$ cat src/stregs_pkg.sv
// constants for the switch threshold register bank
package stregs_pkg;
  localparam int unsigned ADDR_W       = 8;
  localparam int unsigned DATA_W       = 24;
  localparam int unsigned LEVEL_W      = 10;
  localparam int unsigned NUM_REGS     = 5;
  localparam int unsigned NUM_LEVELS   = 10;
  localparam logic [7:0]  OFS_PAIR_A   = 8'h29;
  localparam logic [7:0]  OFS_PAIR_B   = 8'h2A;
  localparam logic [7:0]  OFS_PAIR_C   = 8'h2B;
  localparam logic [7:0]  OFS_PAIR_D   = 8'h2C;
  localparam logic [7:0]  OFS_PAIR_E   = 8'h2D;
  localparam int unsigned LO_LSB       = 0;
  localparam int unsigned HI_LSB       = 10;
  localparam int unsigned RSVD_LSB     = 20;
  localparam logic [9:0]  LEVEL_RESET  = 10'h000;
  localparam logic [23:0] UNMAPPED_RD  = 24'h000000;
endpackage

$ cat src/stregs_bus_if.sv
// register port carried between the bank and its field store
`timescale 1ns/1ps
interface stregs_bus_if;
  logic [stregs_pkg::NUM_REGS-1:0] wr_sel;
  logic [19:0]                     wr_data;
  logic [19:0]                     rd_word [stregs_pkg::NUM_REGS];
  modport bank  (output wr_sel, output wr_data, input rd_word);
  modport store (input wr_sel, input wr_data, output rd_word);
endinterface

$ cat src/stregs_top.sv
// switch threshold register bank with strobed register port
//
// Implementation choice: the strobed register port.
`timescale 1ns/1ps
// Summary of operation
// - reg 29h holds levels 1 high, 0 low
// - reg 2Ah holds levels 3 high, 2 low
// - reg 2Bh holds levels 5 high, 4 low
// - reg 2Ch holds levels 7 high, 6 low
// - reg 2Dh holds levels 9 high, 8 low
// - bits 23-20 read zero, fields read/write
// - all levels reset to zero
module stregs_top
(
  input  wire logic        sys_clk,
  input  wire logic        nrst,
  input  wire logic [7:0]  reg_addr,
  input  wire logic [23:0] reg_wdata,
  input  wire logic        reg_wr,
  input  wire logic        reg_rd,
  output logic      [23:0] reg_rdata,
  output logic      [9:0]  limit_level_0,
  output logic      [9:0]  limit_level_1,
  output logic      [9:0]  limit_level_2,
  output logic      [9:0]  limit_level_3,
  output logic      [9:0]  limit_level_4,
  output logic      [9:0]  limit_level_5,
  output logic      [9:0]  limit_level_6,
  output logic      [9:0]  limit_level_7,
  output logic      [9:0]  limit_level_8,
  output logic      [9:0]  limit_level_9
);
  // ****************************************
  // address decode
  // ****************************************
  function automatic logic [4:0] stregs_decode(input logic [7:0] a);
    stregs_decode = {a == stregs_pkg::OFS_PAIR_E, a == stregs_pkg::OFS_PAIR_D,
                     a == stregs_pkg::OFS_PAIR_C, a == stregs_pkg::OFS_PAIR_B,
                     a == stregs_pkg::OFS_PAIR_A};
  endfunction

  stregs_bus_if bus ();
  logic [4:0]  hit;
  logic [19:0] rd_sel;
  logic [23:0] next_rdata;

  assign hit         = stregs_decode(reg_addr);
  assign bus.wr_sel  = reg_wr ? hit : 5'h00;
  assign bus.wr_data = reg_wdata[19:0];

  stregs_store u_store
  (
    .sys_clk (sys_clk),
    .nrst    (nrst),
    .bus     (bus)
  );

  // ****************************************
  // read path
  // ****************************************
  assign rd_sel = hit[0] ? bus.rd_word[0] :
                  hit[1] ? bus.rd_word[1] :
                  hit[2] ? bus.rd_word[2] :
                  hit[3] ? bus.rd_word[3] :
                  hit[4] ? bus.rd_word[4] : 20'h00000;
  assign next_rdata = (|hit) ? {4'h0, rd_sel} : stregs_pkg::UNMAPPED_RD;

  always_ff @(posedge sys_clk)
  begin
    if (!nrst)
      reg_rdata <= 24'h000000;
    else if (reg_rd)
      reg_rdata <= next_rdata;
    else
      reg_rdata <= 24'h000000;
  end

  // ****************************************
  // field outputs
  // ****************************************
  assign limit_level_0 = bus.rd_word[0][9:0];
  assign limit_level_1 = bus.rd_word[0][19:10];
  assign limit_level_2 = bus.rd_word[1][9:0];
  assign limit_level_3 = bus.rd_word[1][19:10];
  assign limit_level_4 = bus.rd_word[2][9:0];
  assign limit_level_5 = bus.rd_word[2][19:10];
  assign limit_level_6 = bus.rd_word[3][9:0];
  assign limit_level_7 = bus.rd_word[3][19:10];
  assign limit_level_8 = bus.rd_word[4][9:0];
  assign limit_level_9 = bus.rd_word[4][19:10];

  // ****************************************
  // checks
  // ****************************************
  a_pair_a_write: assert property (@(posedge sys_clk) disable iff (!nrst)
    reg_wr && reg_addr == stregs_pkg::OFS_PAIR_A
    |=> {limit_level_1, limit_level_0} == $past(reg_wdata[19:0]))
    else $error("pair a write lost");
  a_pair_b_write: assert property (@(posedge sys_clk) disable iff (!nrst)
    reg_wr && reg_addr == stregs_pkg::OFS_PAIR_B
    |=> {limit_level_3, limit_level_2} == $past(reg_wdata[19:0]))
    else $error("pair b write lost");
  a_pair_c_write: assert property (@(posedge sys_clk) disable iff (!nrst)
    reg_wr && reg_addr == stregs_pkg::OFS_PAIR_C
    |=> {limit_level_5, limit_level_4} == $past(reg_wdata[19:0]))
    else $error("pair c write lost");
  a_pair_d_write: assert property (@(posedge sys_clk) disable iff (!nrst)
    reg_wr && reg_addr == stregs_pkg::OFS_PAIR_D
    |=> {limit_level_7, limit_level_6} == $past(reg_wdata[19:0]))
    else $error("pair d write lost");
  a_pair_e_write: assert property (@(posedge sys_clk) disable iff (!nrst)
    reg_wr && reg_addr == stregs_pkg::OFS_PAIR_E
    |=> {limit_level_9, limit_level_8} == $past(reg_wdata[19:0]))
    else $error("pair e write lost");
  a_rsvd_read_zero: assert property (@(posedge sys_clk) disable iff (!nrst)
    reg_rd |=> reg_rdata[23:20] == 4'h0)
    else $error("reserved bits read nonzero");
  a_reset_levels: assert property (@(posedge sys_clk)
    !nrst |=> limit_level_0 == 10'h000 && limit_level_9 == 10'h000)
    else $error("levels not cleared by reset");
  a_read_back: assert property (@(posedge sys_clk) disable iff (!nrst)
    reg_wr && reg_addr == stregs_pkg::OFS_PAIR_A ##1 reg_rd && reg_addr == stregs_pkg::OFS_PAIR_A
    |=> reg_rdata == {4'h0, $past(reg_wdata[19:0], 2)})
    else $error("read back mismatch");
endmodule // stregs_top

$ cat src/stregs_store.sv
// storage of the ten threshold fields, two per register
`timescale 1ns/1ps
module stregs_store
(
  input  wire logic          sys_clk,
  input  wire logic          nrst,
  stregs_bus_if.store        bus
);
  genvar g;
  generate
    for (g = 0; g < stregs_pkg::NUM_REGS; g++)
    begin : g_pair
      logic [19:0] pair;
      always_ff @(posedge sys_clk)
      begin
        if (!nrst)
          pair <= {stregs_pkg::LEVEL_RESET, stregs_pkg::LEVEL_RESET};
        else if (bus.wr_sel[g])
          pair <= bus.wr_data;
      end
      assign bus.rd_word[g] = pair;
    end
  endgenerate
endmodule // stregs_store

$ cat config.mk
export PLATFORM = sky130hd
export DESIGN_NAME = stregs_top
export DESIGN_NICKNAME = d
export VERILOG_FILES = /design/src/stregs_pkg.sv /design/src/stregs_bus_if.sv /design/src/stregs_top.sv /design/src/stregs_store.sv
export SDC_FILE = /design/constraint.sdc
export NUM_CORES = 1
export LEC_CHECK = 0
export ABC_AREA = 1
export ABC_CLOCK_PERIOD_IN_PS = 1220
export BUFFER_PORTS_ARGS = -buffer_cell sky130_fd_sc_hd__buf_2
export CAP_MARGIN = 40
export CORE_MARGIN = 2
export CORE_UTILIZATION = 50
export DETAILED_ROUTE_END_ITERATION = 12
export GPL_ROUTABILITY_DRIVEN = 0
export PLACE_DENSITY = 0.75
export SLEW_MARGIN = 15
export SYNTH_ARGS = -nofsm -noshare
export SYNTH_HDL_FRONTEND = slang
export SYNTH_SLANG_ARGS = --single-unit
$ cat constraint.sdc
create_clock -name sys_clk -period 1.22 [get_ports sys_clk]
set_clock_uncertainty 0.05 [all_clocks]
set_input_delay 0.061 -clock sys_clk [delete_from_list [all_inputs] [get_ports sys_clk]]
set_output_delay 0.061 -clock sys_clk [all_outputs]
set_load 0.03 [all_outputs]
==> reports/results.ini <==
[status]
outcome=finished with violations
violations=negative setup slack

[critical_path]
cp_max_fo=3
crit_chain=clkbuf_4
ff2ff_setup_slack_ns=0.23
cp_slowest_stage_delay_ns=0.38
critPathBufInv=1
rr_startpoint=u_store.g_pair[1].pair[13]
reg2regPathDepth=4
cp-startpoint=u_store.g_pair[2].pair[4]
path_class=reg -> out
cp.arrival_ns=1.12
crit_end=limit_level_4[4]
crit_family=flip-flops
crit_slowest_cell=dfxtp_1
worst_r2r_endpoint=reg_rdata[13]
setup.worst_path.end_class=output pin
critical_path_depth=1
startpoint_type=flop
cp.required_ns=1.11

[place]
post-dp-hpwl_um=11200
dpl_cell_area_um2=6110
dp_slack_ns=-0.232
portBuffers=151
dp_cells=965

[timing]
finalWorstSetupSlack_ns=-0.00807
hold_viol=0
final_max_slew_viol_count=0
setup_viol=1
fmax_mhz=814
fin_crit_ns=1.23
fin_crit_sh_pct=101

[floorplan]
core-area_um2=10200
io_pins=160
dieArea_um2=11100
core.rowCount=37
start_util_pct=50.6
die_x_um=106
die_h_um=106

[power]
p_per_area_nw_per_um2=1380
p_leak_nw=2.94
finalPower_mw=9.97
ir_drop_v=0.000769

[grt]
grt_pass1_vias=5179
grt_use_total_pct=29.8
grt_pass1_wl_um=26200
grt_max_degree=61
grt_antenna_before_repair=1
overflow=0

[synthesis]
synth_top_area_share_pct=46.6
syn_area_um2=5150
ys_types=21
avgSynthCellArea_um2=7.28
yosysMostFrequentCell=dfxtp_1
synth_top_flop_cell=dfxtp_1
synth_seq_cells=120
synth_common_cells=dfxtp_1, nand3_1, a21oi_1, nand2_1, inv_1
yosysSeqAreaShare_pct=46.6
yosys_warnings=0
synthCells=708
synth_area_leaders=dfxtp_1, nand3_1, a21oi_1
synth_edf_count=0
synth.largest_area_cell=dfxtp_1
async_flop_share_pct=0

[job]
cap_violations=0

[route]
drc=0
ant_nets=0
first_iter_violations=556
vias_per_cell=5.57
wl_per_cell_um=16.8
firstDrtPassIters=7
vias=5676
wirelength_um=17100

[clock_network]
path_clk_slew_ns=0.06
cts_tree=yes
cts_buffer_depth=2
cts_root_buf=clkbuf_8
clkLatencyLatePin_ns=0.53
cts_setup_buffers=0
clkSinkCount=120
cts-buffers-inserted=17
htreeDepth=4

[finish]
post-route-util_pct=71.2
area_growth_pct=40.6
layoutNonFillerInstCount=1019
stdcell_area_um2=7250
drive_above_1_share_pct=26.6
fin_nets=905

[worst_hold_path]
hp-start=reg_rd
hp-class=in -> reg
min_path_cells=6

## how the worst min path moves through the flow
stage	slack, ns	end
floorplan	0.18	u_store.g_pair[0].pair[0]
global placement	0.34	u_store.g_pair[0].pair[10]
detailed placement	0.34	u_store.g_pair[0].pair[14]
CTS	0.01	reg_rdata[0]
global route	0.07	u_store.g_pair[3].pair[11]
finish	0.03	reg_rdata[0]
## power breakdown
part / switching, mW / internal (mW)
clock: 1.79 / 3.78
sequential: 0.00551 / 3.93
combinational: 0.304 / 0.159
## flip-flops by register name, summed over array words and instances, names as in the netlist
register             cells
reg_rdata               20
u_store.g_pair.pair    100
## cells by family (layout without fill, tap and decap cells)
logic type / Yosys count / after routing / synth area share, %
and+or+nand+nor: 273 / 273 / 24.6
AOI/OAI and AO/OA: 181 / 181 / 17.6
buffers and inverters: 133 / 304 / 11.2
DFF: 120 / 120 / 46.6
other: 1 / 5 / 0.0727
## layout make-up
cell class              count  area, µm²
diodes                      1       2.50
clock buffers              20        435
clock inverters            12        223
fillers                   756       2940
inverters                  72        270
multi-input cells         458       2190
flip-flops and latches    120       2420
well taps                 136        170
repair buffers            200       1530
## what timing repair did
item | 4_1_cts | 5_1_grt
hold endpoints to repair | 100 | 0
endpoints found under the setup margin | 46 | 61
gates resized for setup | 46 | 90
hold buffers | 21 | 0
## stage by stage
step,hold slack (ns),TNS (ns)
finish,0.0267,-0.00807
global route,0.0745,-0.129
CTS,0.0118,0
detailed placement,0.345,-13.08
global placement,0.340,-7.49
floorplan,0.175,0
## placed cells by master (no fill, tap or decap), types with 4 or more instances in the layout
cell	synthesis	layout
a21oi_1	100	100
buf_12	0	9
buf_2	17	67
buf_4	11	82
buf_6	2	9
bufinv_16	0	6
clkbuf_16	0	16
clkbuf_4	0	12
conb_1	1	4
dfxtp_1	120	103
dfxtp_2	0	17
dlygate4sd3_1	0	21
inv_1	68	68
inv_2	4	4
nand2_1	77	77
nand3_1	107	107
nand4_1	15	15
nor2_1	49	49
o21ai_0	66	66
o21ai_1	15	15
or2_0	19	19
## metal layers
metal | vias up | wire, µm | share of wire (%) | GRT usage, %
li1 | 2662 | - | - | -
met1 | 2597 | 7190 | 42 | 39.8
met2 | 362 | 7770 | 45 | 45.3
met3 | 55 | 1640 | 9.6 | 7.67
met4 | 0 | 546 | 3.2 | 13.7
met5 | - | 0 | 0 | 0
(Power assumes the default switching activity.)
